## src/core/ccrm_pkg.sv

```systemverilog
// package of constants for the current channel result monitor
package ccrm_pkg;
	// register offsets (plain port, word index)
	localparam logic [3:0] OFS_CONFIG      = 4'h0;
	localparam logic [3:0] OFS_STATUS      = 4'h1;
	localparam logic [3:0] OFS_ACC         = 4'h2;
	localparam logic [3:0] OFS_THRESHOLD   = 4'h3;
	localparam logic [3:0] OFS_THR_LIMIT   = 4'h4;
	localparam logic [3:0] OFS_THR_COUNT   = 4'h5;
	localparam logic [3:0] OFS_RES_LIMIT   = 4'h6;
	localparam logic [3:0] OFS_RES_COUNT   = 4'h7;
	localparam logic [3:0] OFS_VT_RESULT   = 4'h8;
	// config field positions
	localparam int CFG_RCNT_EN_BIT = 0;
	localparam int CFG_OVR_EN_BIT  = 2;
	localparam int CFG_CMP_LO      = 3;
	localparam int CFG_ACC_LO      = 5;
	localparam int CFG_GND_SW_BIT  = 7;
	// status field positions
	localparam int STA_CONV_BIT = 0;
	localparam int STA_CMP_BIT  = 1;
	localparam int STA_OVR_BIT  = 2;
	localparam int STA_VT_BIT   = 3;
	// reset values
	localparam logic [7:0]  CONFIG_RST    = 8'h00;
	localparam logic [15:0] RES_LIMIT_RST = 16'h0001;
	localparam logic [15:0] THRESHOLD_RST = 16'h0000;
	localparam logic [7:0]  THR_LIMIT_RST = 8'h01;
	// mode encodings
	localparam logic [1:0] ACC_OFF     = 2'b00;
	localparam logic [1:0] ACC_CLAMP   = 2'b01;
	localparam logic [1:0] ACC_SIGNED  = 2'b10;
	localparam logic [1:0] CMP_OFF     = 2'b00;
	localparam logic [1:0] CMP_PLAIN   = 2'b01;
	localparam logic [1:0] CMP_CNT_CLR = 2'b10;
	localparam logic [1:0] CMP_CNT_DEC = 2'b11;
	// over-range timing
	localparam int CLK_HZ       = 10_000_000;
	localparam int OVR_TIME_US  = 125;
	localparam int OVR_CYCLES   = (OVR_TIME_US * (CLK_HZ / 1_000_000));
endpackage

```

## src/core/ccrm_monitor.sv

```systemverilog
// current channel result monitor: accumulator, comparator, over-range, result counter
//
// The address map and the address-and-strobe port were chosen for this implementation.
`timescale 1ns/10ps
`default_nettype none
module ccrm_monitor
	import ccrm_pkg::*;
#(
	parameter int OVR_CYC = OVR_CYCLES
) (
	input  wire logic        clk_sys_i,
	input  wire logic        arst_n_i,
	input  wire logic        res_valid_i,
	input  wire logic [15:0] res_data_i,
	input  wire logic        over_range_i,
	input  wire logic        vt_valid_i,
	input  wire logic [15:0] vt_data_i,
	input  wire logic [3:0]  reg_addr_i,
	input  wire logic [31:0] reg_wdata_i,
	input  wire logic        reg_wr_i,
	input  wire logic        reg_rd_i,
	output logic      [31:0] reg_rdata_o,
	output logic             gnd_switch_o,
	output logic             irq_o
);
	import ccrm_pkg::*;

	logic [7:0]         cfg_r, cfg_nxt;
	logic [3:0]         sta_r, sta_nxt;
	logic signed [31:0] acc_r, acc_nxt;
	logic [15:0]        thr_r, thr_nxt;
	logic [7:0]         tlim_r, tlim_nxt;
	logic [7:0]         hits_r, hits_nxt;
	logic [15:0]        rlim_r, rlim_nxt;
	logic [15:0]        rcnt_r, rcnt_nxt;
	logic [15:0]        vt_r, vt_nxt;
	logic [31:0]        rdata_r, rdata_nxt;
	logic [1:0]         acc_mode, cmp_mode;
	logic signed [15:0] res_s;
	logic [15:0]        res_mag;
	logic               hit, ovr_expired, cfg_wr, sta_wr;
	logic signed [31:0] acc_sum;

	assign acc_mode = cfg_r[CFG_ACC_LO +: 2];
	assign cmp_mode = cfg_r[CFG_CMP_LO +: 2];
	assign res_s    = signed'(res_data_i);
	// magnitude of the two's complement result
	assign res_mag  = res_s[15] ? 16'(-res_s) : res_data_i;
	assign hit      = res_mag >= thr_r;
	assign cfg_wr   = reg_wr_i && (reg_addr_i == OFS_CONFIG);
	assign sta_wr   = reg_wr_i && (reg_addr_i == OFS_STATUS);
	assign acc_sum  = acc_r + 32'(res_s);

	ccrm_persist #(
		.CYCLES (OVR_CYC)
	) u_persist (
		.clk_sys_i (clk_sys_i),
		.arst_n_i  (arst_n_i),
		.enable_i  (cfg_r[CFG_OVR_EN_BIT]),
		.level_i   (over_range_i),
		.expired_o (ovr_expired)
	);

	// register writes
	always_comb begin
		cfg_nxt  = cfg_r;
		thr_nxt  = thr_r;
		tlim_nxt = tlim_r;
		rlim_nxt = rlim_r;
		if (reg_wr_i) begin
			unique case (reg_addr_i)
				OFS_CONFIG:    cfg_nxt  = reg_wdata_i[7:0] & 8'hfd;
				OFS_THRESHOLD: thr_nxt  = reg_wdata_i[15:0];
				OFS_THR_LIMIT: tlim_nxt = reg_wdata_i[7:0];
				OFS_RES_LIMIT: rlim_nxt = reg_wdata_i[15:0];
				default:       cfg_nxt  = cfg_r;
			endcase
		end
	end

	// accumulator
	always_comb begin
		acc_nxt = acc_r;
		unique case (acc_mode)
			ACC_CLAMP: begin
				if (res_valid_i) begin
					acc_nxt = (acc_sum < 0) ? 32'sh0 : acc_sum;
				end
			end
			ACC_SIGNED: if (res_valid_i) acc_nxt = acc_sum;
			default: acc_nxt = 32'sh0;
		endcase
	end

	// comparator hit counter and result counter
	always_comb begin
		hits_nxt = hits_r;
		rcnt_nxt = rcnt_r;
		if (res_valid_i) begin
			unique case (cmp_mode)
				CMP_CNT_CLR, CMP_CNT_DEC: begin
					if (hit) begin
						hits_nxt = (hits_r == tlim_r) ? hits_r : hits_r + 8'h01;
					end else if (cmp_mode == CMP_CNT_CLR) begin
						hits_nxt = 8'h00;
					end else if (hits_r != 8'h00) begin
						hits_nxt = hits_r - 8'h01;
					end
				end
				default: hits_nxt = 8'h00;
			endcase
			if (cfg_r[CFG_RCNT_EN_BIT]) begin
				rcnt_nxt = (rcnt_r + 16'h0001 >= rlim_r) ? 16'h0000 : rcnt_r + 16'h0001;
			end
		end
		// reconfiguring restarts the result count
		if (cfg_wr) begin
			rcnt_nxt = 16'h0000;
		end
	end

	// status flags: hardware set wins over write-one-to-clear
	always_comb begin
		sta_nxt = sta_r;
		if (sta_wr) begin
			sta_nxt = sta_r & ~reg_wdata_i[3:0];
		end
		if (res_valid_i) begin
			if (!cfg_r[CFG_RCNT_EN_BIT] || (rcnt_r + 16'h0001 >= rlim_r)) begin
				sta_nxt[STA_CONV_BIT] = 1'b1;
			end
			if (cmp_mode == CMP_PLAIN && hit) begin
				sta_nxt[STA_CMP_BIT] = 1'b1;
			end
			// count modes flag at the limit
			if ((cmp_mode == CMP_CNT_CLR || cmp_mode == CMP_CNT_DEC) && hits_nxt == tlim_r
				&& hit) begin
				sta_nxt[STA_CMP_BIT] = 1'b1;
			end
		end
		if (ovr_expired) begin
			sta_nxt[STA_OVR_BIT] = 1'b1;
		end
		if (vt_valid_i) begin
			sta_nxt[STA_VT_BIT] = 1'b1;
		end
	end

	// latest voltage/temperature result overwrites the last
	always_comb begin
		vt_nxt = vt_valid_i ? vt_data_i : vt_r;
	end

	// read mux
	always_comb begin
		rdata_nxt = 32'h0000_0000;
		if (reg_rd_i) begin
			unique case (reg_addr_i)
				OFS_CONFIG:    rdata_nxt = {24'h0, cfg_r};
				OFS_STATUS:    rdata_nxt = {28'h0, sta_r};
				OFS_ACC:       rdata_nxt = acc_r;
				OFS_THRESHOLD: rdata_nxt = {16'h0, thr_r};
				OFS_THR_LIMIT: rdata_nxt = {24'h0, tlim_r};
				OFS_THR_COUNT: rdata_nxt = {24'h0, hits_r};
				OFS_RES_LIMIT: rdata_nxt = {16'h0, rlim_r};
				OFS_RES_COUNT: rdata_nxt = {16'h0, rcnt_r};
				OFS_VT_RESULT: rdata_nxt = {16'h0, vt_r};
				default:       rdata_nxt = 32'h0000_0000;
			endcase
		end
	end

	// state registers
	always_ff @(posedge clk_sys_i or negedge arst_n_i) begin
		if (!arst_n_i) begin
			cfg_r   <= CONFIG_RST;
			sta_r   <= 4'h0;
			acc_r   <= 32'sh0;
			thr_r   <= THRESHOLD_RST;
			tlim_r  <= THR_LIMIT_RST;
			hits_r  <= 8'h00;
			rlim_r  <= RES_LIMIT_RST;
			rcnt_r  <= 16'h0000;
			vt_r    <= 16'h0000;
			rdata_r <= 32'h0000_0000;
		end else begin
			cfg_r   <= cfg_nxt;
			sta_r   <= sta_nxt;
			acc_r   <= acc_nxt;
			thr_r   <= thr_nxt;
			tlim_r  <= tlim_nxt;
			hits_r  <= hits_nxt;
			rlim_r  <= rlim_nxt;
			rcnt_r  <= rcnt_nxt;
			vt_r    <= vt_nxt;
			rdata_r <= rdata_nxt;
		end
	end

	assign reg_rdata_o  = rdata_r;
	assign gnd_switch_o = cfg_r[CFG_GND_SW_BIT];
	assign irq_o        = |sta_r;

	// assertions
	// disabled accumulator stays zero
	a_acc_off_zero: assert property (@(posedge clk_sys_i) disable iff (!arst_n_i)
		acc_mode == ACC_OFF |=> acc_r == 32'sh0) else $error("accumulator not zero");
	a_acc_clamp_pos: assert property (@(posedge clk_sys_i) disable iff (!arst_n_i)
		acc_mode == ACC_CLAMP && res_valid_i |=> !acc_r[31]) else $error("clamp broken");
	a_acc_signed_add: assert property (@(posedge clk_sys_i) disable iff (!arst_n_i)
		acc_mode == ACC_SIGNED && res_valid_i && !cfg_wr |=>
		acc_r == $past(acc_r) + 32'($past(res_s))) else $error("signed sum wrong");
	a_cmp_off_quiet: assert property (@(posedge clk_sys_i) disable iff (!arst_n_i)
		cmp_mode == CMP_OFF && !sta_r[STA_CMP_BIT] && !cfg_wr |=> !sta_r[STA_CMP_BIT])
		else $error("comparator flagged while off");
	a_cmp_plain_hit: assert property (@(posedge clk_sys_i) disable iff (!arst_n_i)
		cmp_mode == CMP_PLAIN && res_valid_i && hit |=> sta_r[STA_CMP_BIT])
		else $error("plain hit missed");
	a_cnt_clr_miss: assert property (@(posedge clk_sys_i) disable iff (!arst_n_i)
		cmp_mode == CMP_CNT_CLR && res_valid_i && !hit && !cfg_wr |=> hits_r == 8'h00)
		else $error("hit counter not cleared");
	a_cnt_dec_miss: assert property (@(posedge clk_sys_i) disable iff (!arst_n_i)
		cmp_mode == CMP_CNT_DEC && res_valid_i && !hit && hits_r != 8'h00 && !cfg_wr
		|=> hits_r == $past(hits_r) - 8'h01) else $error("hit counter not decremented");
	a_rcnt_wraps: assert property (@(posedge clk_sys_i) disable iff (!arst_n_i)
		cfg_r[CFG_RCNT_EN_BIT] && res_valid_i && rcnt_r + 16'h0001 >= rlim_r
		|=> rcnt_r == 16'h0000) else $error("result count did not wrap");
	a_ovr_flag_set: assert property (@(posedge clk_sys_i) disable iff (!arst_n_i)
		ovr_expired |=> sta_r[STA_OVR_BIT]) else $error("over-range flag missed");
	a_ovr_needs_level: assert property (@(posedge clk_sys_i) disable iff (!arst_n_i)
		!over_range_i |=> !ovr_expired) else $error("over-range expired without level");
	// count modes flag at the limit
	a_cnt_flag_limit: assert property (@(posedge clk_sys_i) disable iff (!arst_n_i)
		(cmp_mode == CMP_CNT_CLR || cmp_mode == CMP_CNT_DEC) && res_valid_i && hit
		&& hits_r + 8'h01 == tlim_r |=> sta_r[STA_CMP_BIT])
		else $error("count limit not flagged");
	a_hits_step_up: assert property (@(posedge clk_sys_i) disable iff (!arst_n_i)
		(cmp_mode == CMP_CNT_CLR || cmp_mode == CMP_CNT_DEC) && res_valid_i && hit
		&& hits_r < tlim_r |=> hits_r == $past(hits_r) + 8'h01)
		else $error("hit counter not incremented");
	a_conv_held: assert property (@(posedge clk_sys_i) disable iff (!arst_n_i)
		cfg_r[CFG_RCNT_EN_BIT] && res_valid_i && rcnt_r + 16'h0001 < rlim_r
		&& !sta_r[STA_CONV_BIT] |=> !sta_r[STA_CONV_BIT])
		else $error("conversion flag not held off");
	a_vt_latest: assert property (@(posedge clk_sys_i) disable iff (!arst_n_i)
		vt_valid_i |=> vt_r == $past(vt_data_i)) else $error("latest v/t result lost");

	c_acc_clamp: cover property (@(posedge clk_sys_i) disable iff (!arst_n_i)
		acc_mode == ACC_CLAMP && res_valid_i && res_s < 0);
	c_cnt_limit: cover property (@(posedge clk_sys_i) disable iff (!arst_n_i)
		cmp_mode == CMP_CNT_DEC && sta_nxt[STA_CMP_BIT] && !sta_r[STA_CMP_BIT]);
	c_ovr_set: cover property (@(posedge clk_sys_i) disable iff (!arst_n_i) ovr_expired);
	c_rcnt_wrap: cover property (@(posedge clk_sys_i) disable iff (!arst_n_i)
		cfg_r[CFG_RCNT_EN_BIT] && res_valid_i && rcnt_nxt == 16'h0000);
	c_cnt_clr_limit: cover property (@(posedge clk_sys_i) disable iff (!arst_n_i)
		cmp_mode == CMP_CNT_CLR && sta_nxt[STA_CMP_BIT] && !sta_r[STA_CMP_BIT]);
endmodule
`default_nettype wire

```

## src/core/ccrm_persist.sv

```systemverilog
`timescale 1ns/10ps
`default_nettype none
// persistence timer: flags a level that has stood longer than a cycle count
module ccrm_persist #(
	parameter int CYCLES = 1250
) (
	input  wire logic clk_sys_i,
	input  wire logic arst_n_i,
	input  wire logic enable_i,
	input  wire logic level_i,
	output logic      expired_o
);
	localparam int W = $clog2(CYCLES + 2);
	logic [W-1:0] cnt_r;
	logic [W-1:0] cnt_nxt;

	// count while the level stands, saturate past the limit
	always_comb begin
		cnt_nxt = cnt_r;
		if (!enable_i || !level_i) begin
			cnt_nxt = '0;
		end else if (cnt_r <= W'(CYCLES)) begin
			cnt_nxt = cnt_r + W'(1);
		end
	end

	always_ff @(posedge clk_sys_i or negedge arst_n_i) begin
		if (!arst_n_i) begin
			cnt_r <= '0;
		end else begin
			cnt_r <= cnt_nxt;
		end
	end

	// strictly longer than the limit
	assign expired_o = (cnt_r > W'(CYCLES));
endmodule
`default_nettype wire

```

## config.mk

```make
export PLATFORM = sky130hd
export DESIGN_NAME = ccrm_monitor
export DESIGN_NICKNAME = d
export VERILOG_FILES = /design/src/core/ccrm_pkg.sv /design/src/core/ccrm_monitor.sv /design/src/core/ccrm_persist.sv
export SDC_FILE = /design/constraint.sdc
export NUM_CORES = 1
export LEC_CHECK = 0
export BUFFER_PORTS_ARGS = -buffer_cell sky130_fd_sc_hd__clkbuf_2
export CAP_MARGIN = 10
export CORE_ASPECT_RATIO = 1.5
export CORE_MARGIN = 2
export CORE_UTILIZATION = 35
export CTS_CLUSTER_SIZE = 20
export DETAILED_ROUTE_END_ITERATION = 10
export SYNTH_ARGS = -nofsm -noshare
export SYNTH_HDL_FRONTEND = slang
export SYNTH_HIERARCHICAL = 1
export SYNTH_SLANG_ARGS = --single-unit
```

## constraint.sdc

```tcl
create_clock -name clk_sys_i -period 4.33 [get_ports clk_sys_i]
set_input_delay 0.866 -clock clk_sys_i [delete_from_list [all_inputs] [get_ports clk_sys_i]]
set_output_delay 0.866 -clock clk_sys_i [all_outputs]
set_load 0.005 [all_outputs]
```

Yosys cells after proc, flatten, opt, wreduce, memory -nomap -nowiden
Cells that the tools add are included.

Logic and storage cells: 95. Latch bits: 0. Memories: 0. Bits of input ports: 75. Output and inout bits: 34. Flip-flop bits (word level): 166. Bits in writable memories: 0. Memory bits (read-only): 0.

Divide/modulo/power cells: 0. Reductions and logical operators: 26. Bitwise gates (word level): 2. Add/subtract/negate cells: 6. Shift operators: 0. Magnitude comparators: 5. Eq/ne operators: 17. Multipliers: 0. Mux-type cells: 26.

Operators with widths (number): $pmux W32 S9 (1); $mux W32 (4); $mux W16 (5); $pmux W32 S2 (1); $mux W8 (6); $add A32 B16 Y32 (1); $ge A16 B16 Y1 (2); $lt A32 B1 Y1 const B (1); $mux W11 (2); $add A16 B1 Y16 const B (1); $eq A4 B3 Y1 const B (4); $eq A8 B8 Y1 (2); $neg A16 Y16 (1); $reduce_and A2 Y1 (6); $add A11 B1 Y11 const B (1); $gt A11 B11 Y1 const B (1); $le A11 B11 Y1 const B (1); $reduce_bool A2 Y1 (5); $add A8 B1 Y8 const B (1); $eq A4 B2 Y1 const B (2); $reduce_bool A8 Y1 (1); $sub A8 B1 Y8 const B (1); $eq A2 B2 Y1 const B (3); $logic_and A1 B1 Y1 (5); 14 further kinds (24).

Longest topological paths before layout
Gate-level depths: netlist (run 1).

Depth in word-level cells: 11. Mapped depth: 16. Mapped depth without buffers: 16.

By module
The synthesis (run 1) kept the hierarchy.

By module, submodules not included: ccrm_monitor (cells an instance 1010, instances 1, area an instance 9927.0 µm², sequential area each 3881.2 µm²); ccrm_persist (cells an instance 68, instances 1, area an instance 648.1 µm², sequential area each 275.3 µm²).

Least setup slack after synthesis (run 1)
Ideal clock, no wire load.

Path type: input-to-reg. From: input port res_data_i[4]. To: register sta_r[1]. Data arrival time: 4.266 ns. Data required time: 4.235 ns. Library setup time: 0.095 ns. Buffers on the path: 0. Path slack: -0.032 ns. Stages on the path: 16. Cells stage by stage: or3_1 nor3_1 nand2_1 or4_1 o21ai_0 xnor2_1 ha_1 a21oi_1 a21boi_0 a211oi_2 nand3_1 o221a_2 a22oi_1 xnor2_1 nand4_1 o31ai_1.

Cells in the longest elaborated chain, start to end: 11. Elaborated cells on any way between the ends: 13. Classes of those cells: 1 x add/sub; 1 x order compare; 1 x eq/ne; 7 x mux; 3 x reduce/logical.

RTL lines: from (decl) (line ccrm_monitor.sv:14) `input wire logic [15:0] res_data_i,`; $neg A16 Y16 (line ccrm_monitor.sv:48) `assign res_mag = res_s[15] ? 16'(-res_s) : res_data_i;`; $mux W16 (*) (line ccrm_monitor.sv:48); $ge A16 B16 Y1 (*) (line ccrm_monitor.sv:49) `assign hit = res_mag >= thr_r;`; $mux W8 (*) (line ccrm_monitor.sv:102) `if (hit) begin`; $mux W8 (*) (line ccrm_monitor.sv:100) `unique case (cmp_mode)`; $mux W8 (*) (line ccrm_monitor.sv:99) `if (res_valid_i) begin`; via hits_nxt[2] (line ccrm_monitor.sv:33) `logic [7:0] hits_r, hits_nxt;`; $eq A8 B8 Y1 (*) (line ccrm_monitor.sv:136) `if ((cmp_mode == CMP_CNT_CLR || cmp_mode == CMP_CNT_DEC) && hits_nxt == tlim_r`; $logic_and A1 B1 Y1 (*) (line ccrm_monitor.sv:136); $logic_and A1 B1 Y1 (*) (line ccrm_monitor.sv:137) `&& hit) begin`; $mux W1 (*) (line ccrm_monitor.sv:136); $mux W2 (*) (line ccrm_monitor.sv:128) `if (res_valid_i) begin`; via sta_nxt[1] (line ccrm_monitor.sv:29) `logic [3:0] sta_r, sta_nxt;`; to (signal assigned) (line ccrm_monitor.sv:188) `sta_r <= sta_nxt;`; to (decl) (line ccrm_monitor.sv:29).

Mark *: on every way through the listed nets, which the timed path passes. The rest lies on a longest branch. A chain may end at the register's enable or synchronous reset.

Final worst setup path (run 1)
Ends and elaborated chain as after synthesis.

==> out/metrics.csv, run 1 <==
metric;value;unit
post-place setup slack;-0.7851;ns
register area share after synthesis;39.30;%
cts hold-fix bufs;0;
syn_area_per_cell;9.810;µm²
crit share post-route;102.4;%
failing checks;negative setup slack;
startpoint types;input port;
Core Region;0.02996;mm²
die area;0.03165;mm²
Vias;8780;
Max Slew Vio Count;0;
leakage power;5.962;nW
DRC;0;
Post-DRT Antenna Nets;0;
initial antenna violation count;1;
DR WL met3;1367;µm
total congestion overflow;0;
setup ws final;-0.1053;ns
Synth cell types;84;
max cap viols;0;
CTS Sinks;166;
Yosys top cell area share;38.81;%
Cell Area, Synth;0.01058;mm²
Layout Cells excl Fill;1602;
Async SR Flop Fraction;100.0;%
maximum VDD drop;0.2067;mV
vias in the first global route;8939;
Root Buffer;clkbuf_16;
final setup fails;1;
top_reg_cell synth;dfrtp_1;
die width;145.9;µm
hpwl dp;23510;µm
Slew headroom;47.73;%
post-layout util;41.43;%
status;finished with violations;
Max stage delay on crit path;0.40;ns
hold crit path type;input port to asynchronous set/reset pin;
critical path, cell by cell;clkbuf_2 > or3_4 > nor3_4 > buf_6 > nand2_2 > buf_4 > o41ai_4 > xnor2_1 > ha_1 > and2_4 > a221o_1 > a211oi_4 > buf_4 > a211oi_1 > a221o_1 > xor2_1 > nor4_2 > nand4_1 > o31ai_1;
unrepaired setup endpoints after global routing;yes;
Fin Setup TNS;-0.1053;ns
Worst Tran Pin Value;0.7832;ns
Setup crit start;res_data_i[4];
R2R Setup Slk;0.49;ns
placed cell count;1567;
CP required;4.69;ns
capturing point of the worst reg2reg path;rcnt_r[9];
initial drt markers;551;
Tot Pwr;5.307;mW
Mapped Nets;1226;
Ys Warns;6;
post-synthesis cell count;1078;
total CTS buffers;17;
layout cell share with drive strength beyond 1;21.98;%
endpoints failing hold;0;
TritonRoute pass-1 iters;5;
CTS max path bufs;2;
fin crit period;4.435;ns
Met1 Wirelength;12160;µm
Max Freq;225.5;MHz
area leader, netlist;dfrtp_1;
launch point of the worst reg-to-reg path;rcnt_r[0];
Initial Utilization;35.30;%
number of flops mapped to enable cells by yosys;0;
first-pass GRT wire length;48710;µm
largest net degree at the start of global routing;73;
TritonCTS clock tree;built;
Met2 Wirelength;15480;µm
clk_lat worst skew;0.46;ns
placed cell area;0.01172;mm²
Worst setup EP type;register;
clk_skew;0.02241;ns
CP max FO;4;
GRT Total Usage;19.78;%
Area contributors post-synth;dfrtp_1 (39%), ha_1 (8.5%), mux2_2 (5.2%);
H-tree depth;4;
fin nets;1336;
Design Area, Final;0.01241;mm²
Yosys reg bits;166;
hold slack;0.4174;ns
I/O Buffers;92;
global placer's final weighted congestion;0.8887;
synth-to-layout area growth;17.37;%
DRT Wirelength;30430;µm
reg2reg path depth;16;
critical path's slowest cell;or3_4;
vias per cell;5.481;
Routed wire per std cell;19.00;µm
CP Class;input port to register;
# IOs;109;
Power Dens Cells;427.6;mW/mm²
cell row count;78;
Clock transition at path regs;0.06;ns
Crit path arrival time;4.79;ns
die height;216.9;µm
Top Metal Used;met4;
-- cell type report --
cell class | count | area [µm²]
multi-input combinational | 813 | 6171
tap | 400 | 500.5
timing repair buffer | 138 | 844.6
inverter | 52 | 195.2
fill | 2948 | 17550
clock inverter | 11 | 91.34
sequential | 166 | 4156
antenna | 1 | 2.502
clock buffer | 21 | 450.4
-- per-layer routing --
metal | up-vias | track usage (%)
li1 | 4191 | -
met3 | 77 | 2.935
met5 | - | 0
met4 | 0 | 11.08
met1 | 4258 | 23.13
met2 | 254 | 34.62
-- layout by cell type (no fill, tap or decap), types with 9 or more instances in the layout --
cell type,synthesis,layout
nor2_1,52,50
ha_1,72,72
nor3_1,20,19
a221oi_1,13,13
and3_1,24,23
nand4_1,11,11
inv_1,51,51
o21ai_0,56,54
dfrtp_1,164,164
a22o_1,40,40
a21o_1,38,38
xor2_1,31,31
buf_4,0,42
clkbuf_2,1,91
mux2i_1,16,16
mux2_2,49,49
nand3_1,30,27
a21oi_1,56,56
and2_1,19,19
nor3b_1,12,12
nand2_1,85,83
a31oi_1,9,9
xnor2_1,44,44
clkbuf_16,0,17
nand2b_1,10,10
-- synthesized netlist by cell type (all sizes together) (6+ instances only) --
| cell | instances |
|---|---|
| clkbuf | 37 |
| inv | 51 |
| nor4 | 9 |
| o31ai | 9 |
| a21o | 39 |
| nor2b | 6 |
| o211ai | 6 |
| a221oi | 13 |
| and2 | 21 |
| nor2 | 53 |
| buf | 9 |
| dfrtp | 164 |
| nand3 | 30 |
| xor2 | 31 |
| nor3b | 12 |
| a22o | 40 |
| mux2 | 49 |
| xnor2 | 44 |
| nand4 | 11 |
| mux2i | 16 |
| nor3 | 20 |
| a211oi | 9 |
| o21ai | 58 |
| ha | 72 |
| nand2b | 10 |
| nand2 | 85 |
| a31oi | 9 |
| a21oi | 57 |
| and3 | 24 |
-- kinds of logic after synthesis --
family                   count (synthesis)  share of synthesized area [%]
AO/OA/AOI/OAI                          293                          19.89
XOR/XNOR                                75                          6.212
multiplexers                            68                          7.371
adder cells (fa/ha/maj)                 73                          8.708
buffers and inverters                   99                          3.786
AND/OR/NAND/NOR                        304                          14.73
flip-flops                             166                          39.30
-- worst max-delay path: cells and delay by family --
| kind | cells | cell delay, ns |
|---|---|---|
| adder cells (fa/ha/maj) | 1 | 0.25 |
| AO/OA/AOI/OAI | 6 | 1.54 |
| XOR/XNOR | 2 | 0.32 |
| buffers and inverters | 4 | 0.56 |
| AND/OR/NAND/NOR | 6 | 1.26 |
-- what timing repair did --
action,4_1_cts,5_1_grt
resized for setup,25,7
pin swaps,7,9
endpoints found under the setup margin,1,1
buffers inserted,1,1
-- registers in the layout (all words and copies together) (netlist names) --
register         cells
acc_r               32
reg_rdata_o         32
rcnt_r              16
rlim_r              16
thr_r               16
vt_r                16
u_persist/cnt_r     11
hits_r               8
tlim_r               8
cfg_r                7
sta_r                4
-- how the worst max path moves through the flow --
| stage | end | slack (ns) | cells after the start |
|---|---|---|---|
| floorplan | sta_r[1] | 0.004 | 16 |
| global route | sta_r[1] | -0.19 | 18 |
| finish | sta_r[1] | -0.11 | 19 |
| detailed placement | sta_r[1] | -0.79 | 17 |
| CTS | sta_r[1] | 0.03 | 19 |
| global placement | sta_r[1] | -0.69 | 18 |
-- where the power goes --
group	total, mW	internal (mW)	switching (mW)	leakage [nW]
logic	1.75	0.798	0.956	3.54
clock network	1.45	0.759	0.686	0.257
registers	2.11	1.78	0.331	2.16
total	5.31	3.33	1.97	5.96
(Power assumes the default switching activity.)
==> inputs of run 2 (changes only) <==
--- a/config.mk
+++ b/config.mk
@@ -7,7 +7,7 @@
 export LEC_CHECK = 0
 export BUFFER_PORTS_ARGS = -buffer_cell sky130_fd_sc_hd__clkbuf_2
 export CAP_MARGIN = 10
-export CORE_ASPECT_RATIO = 1.5
+export CORE_ASPECT_RATIO = 0.7
 export CORE_MARGIN = 2
 export CORE_UTILIZATION = 35
 export CTS_CLUSTER_SIZE = 20
==> out/metrics.csv, run 2 (synthesis results as in run 1) <==
metric;value;unit;change
status;completed;;
commonest non-fill, non-tap cell in the layout;dfrtp_1;;
layout cell share with drive strength beyond 1;23.47;%;+1.5 points
Crit path arrival time;4.65;ns;-0.14 ns
vias per cell;5.461;;-0.36%
global placer's final weighted congestion;0.8933;;+0.52%
unrepaired setup endpoints after global routing;yes;;
fin crit period;4.305;ns;-0.1301 ns
initial antenna violation count;0;;-1
Buf/Inv on CP;1;;-3
met1 usage;30.28;%;+7.2 points
die area;0.03164;mm²;about the same
I/O Buffers;92;;unchanged
Power Dens Cells;437.4;mW/mm²;+2.3%
Max Freq;232.3;MHz;+3.0%
Slew headroom;46.96;%;-0.77 points
hold crit path type;input port to asynchronous set/reset pin;;
total CTS buffers;17;;unchanged
TritonCTS clock tree;built;;
cell row count;53;;-32%
leakage power;6.108;nW;+2.4%
most frequent cells in the layout;dfrtp_1 (164), clkbuf_2 (90), nand2_1 (84);;
max cap viols;0;;unchanged
crit share post-route;99.43;%;-3.0 points
Routed wire per std cell;19.10;µm;+0.57%
fin nets;1358;;+1.6%
total congestion overflow;0;;unchanged
delay-heaviest family, CP;simple AND/OR/NAND/NOR gates;;
Initial Utilization;35.36;%;+0.063 points
met3 global-route usage;4.827;%;+1.9 points
synth-to-layout area growth;19.71;%;
CP max FO;6;;+2
placed cell area;0.01189;mm²;+1.5%
Root Buffer;clkbuf_16;;
clk_skew;0.01149;ns;-0.01092 ns
hpwl dp;23230;µm;-1.2%
GRT Total Usage;20.36;%;+0.59 points
Vias;8929;;+1.7%
first-pass GRT wire length;49380;µm;+1.4%
maximum VDD drop;0.2826;mV;+37%
endpoints failing hold;0;;unchanged
DRT Wirelength;31230;µm;+2.6%
vias in the first global route;8708;;-2.6%
TritonRoute pass-1 iters;5;;unchanged
startpoint types;input port;;
final setup fails;0;;-1
ant diodes;0;;-1
CP required;4.68;ns;about the same
setup ws final;0.02479;ns;+0.1301 ns
CTS Sinks;166;;unchanged
post-layout util;42.33;%;+0.90 points
CTS max path bufs;2;;unchanged
Post-DRT Antenna Nets;0;;unchanged
initial drt markers;786;;+43%
Design Area, Final;0.01266;mm²;+2.0%
Max stage delay on crit path;0.44;ns;+0.04 ns
# IOs;109;;unchanged
die width;211.8;µm;+45%
Worst setup EP type;register;;
met2 usage;29.56;%;-5.1 points
Clock transition at path regs;0.07;ns;about the same
clk_lat worst skew;0.45;ns;about the same
Worst Tran Pin Value;0.7937;ns;+0.01052 ns
Core Region;0.02991;mm²;-0.18%
Tot Pwr;5.538;mW;+4.3%
post-place setup slack;-0.7938;ns;-0.008627 ns
DRC;0;;unchanged
H-tree depth;4;;unchanged
die height;149.4;µm;-31%
busiest layer in global routing;met1;;
Max Slew Vio Count;0;;unchanged
critical path, cell by cell;buf_6 > or3_4 > nor3_4 > nand2_2 > or4_4 > o21ai_4 > xnor2_1 > ha_1 > and4_4 > and4_4 > and3_4 > nor2_4 > a221o_1 > xor2_1 > nor4_2 > nand4_1 > o31ai_1;;
largest net degree at the start of global routing;71;;-2.7%
Worst path most repeated cell;and4_4;;
CP Class;input port to register;;
critical path's slowest cell;or4_4;;
run 2: cell count changes in the layout (fill, tap and decap cells not counted), moves of 2 or more:
cell       delta
clkbuf_8      +2
inv_6         -4
bufinv_16     +3
buf_4        +22
run 2: where the power goes:
part,leakage [nW],switching [mW],total (mW),internal (mW)
clock network,0.290,0.663,1.62,0.953
registers,2.16,0.326,2.10,1.78
logic,3.65,0.984,1.82,0.833
total,6.11,1.97,5.54,3.56
run 2: cell type report:
cell class | count | area, µm²
clock inverters | 8 | 123.9
well taps | 412 | 515.5
multi-input cells | 813 | 6162
repair buffers | 160 | 1025
fillers | 2958 | 17250
inverters | 52 | 195.2
flip-flops and latches | 166 | 4156
clock buffers | 24 | 481.7
run 2: path summary, 6_finish.rpt:
path	from	endpoint	slack, ns	cells after the start
setup reg to reg	rcnt_r[0]	rcnt_r[11]	0.44	15
hold reg to reg	sta_r[2]	sta_r[2]	0.50	1
max in group asynchronous	arst_n_i	u_persist/cnt_r[5]	2.91	2
min in group clk_sys_i	sta_r[2]	sta_r[2]	0.50	1
setup / recovery	res_data_i[2]	sta_r[1]	0.02	17
hold / removal	arst_n_i	rcnt_r[9]	0.43	1
run 2: per-stage QoR:
step	std cells	setup TNS, ns	hold slack, ns
5_1_grt	1635	-0.07427	0.4881
4_1_cts	1631	0	0.4785
3_5_place_dp	1598	-2.162	0.4910
3_3_place_gp	1598	-1.861	0.4813
2_1_floorplan	1078	0	0.4579
6_report	1635	0	0.4338
run 2: timing repair:
item | in CTS | in global routing
setup endpoints to repair | 1 | 1
buffers inserted | 1 | 4
pin swaps | 4 | 11
hold buffers | 0 | 0
resized for setup | 22 | 10
run 2: metal layers:
layer  routed length [µm]  part of all wire (%)
met1                15630                    50
met2                13250                    42
met3                 1952                   6.2
met4                  408                   1.3
met5                    0                     0
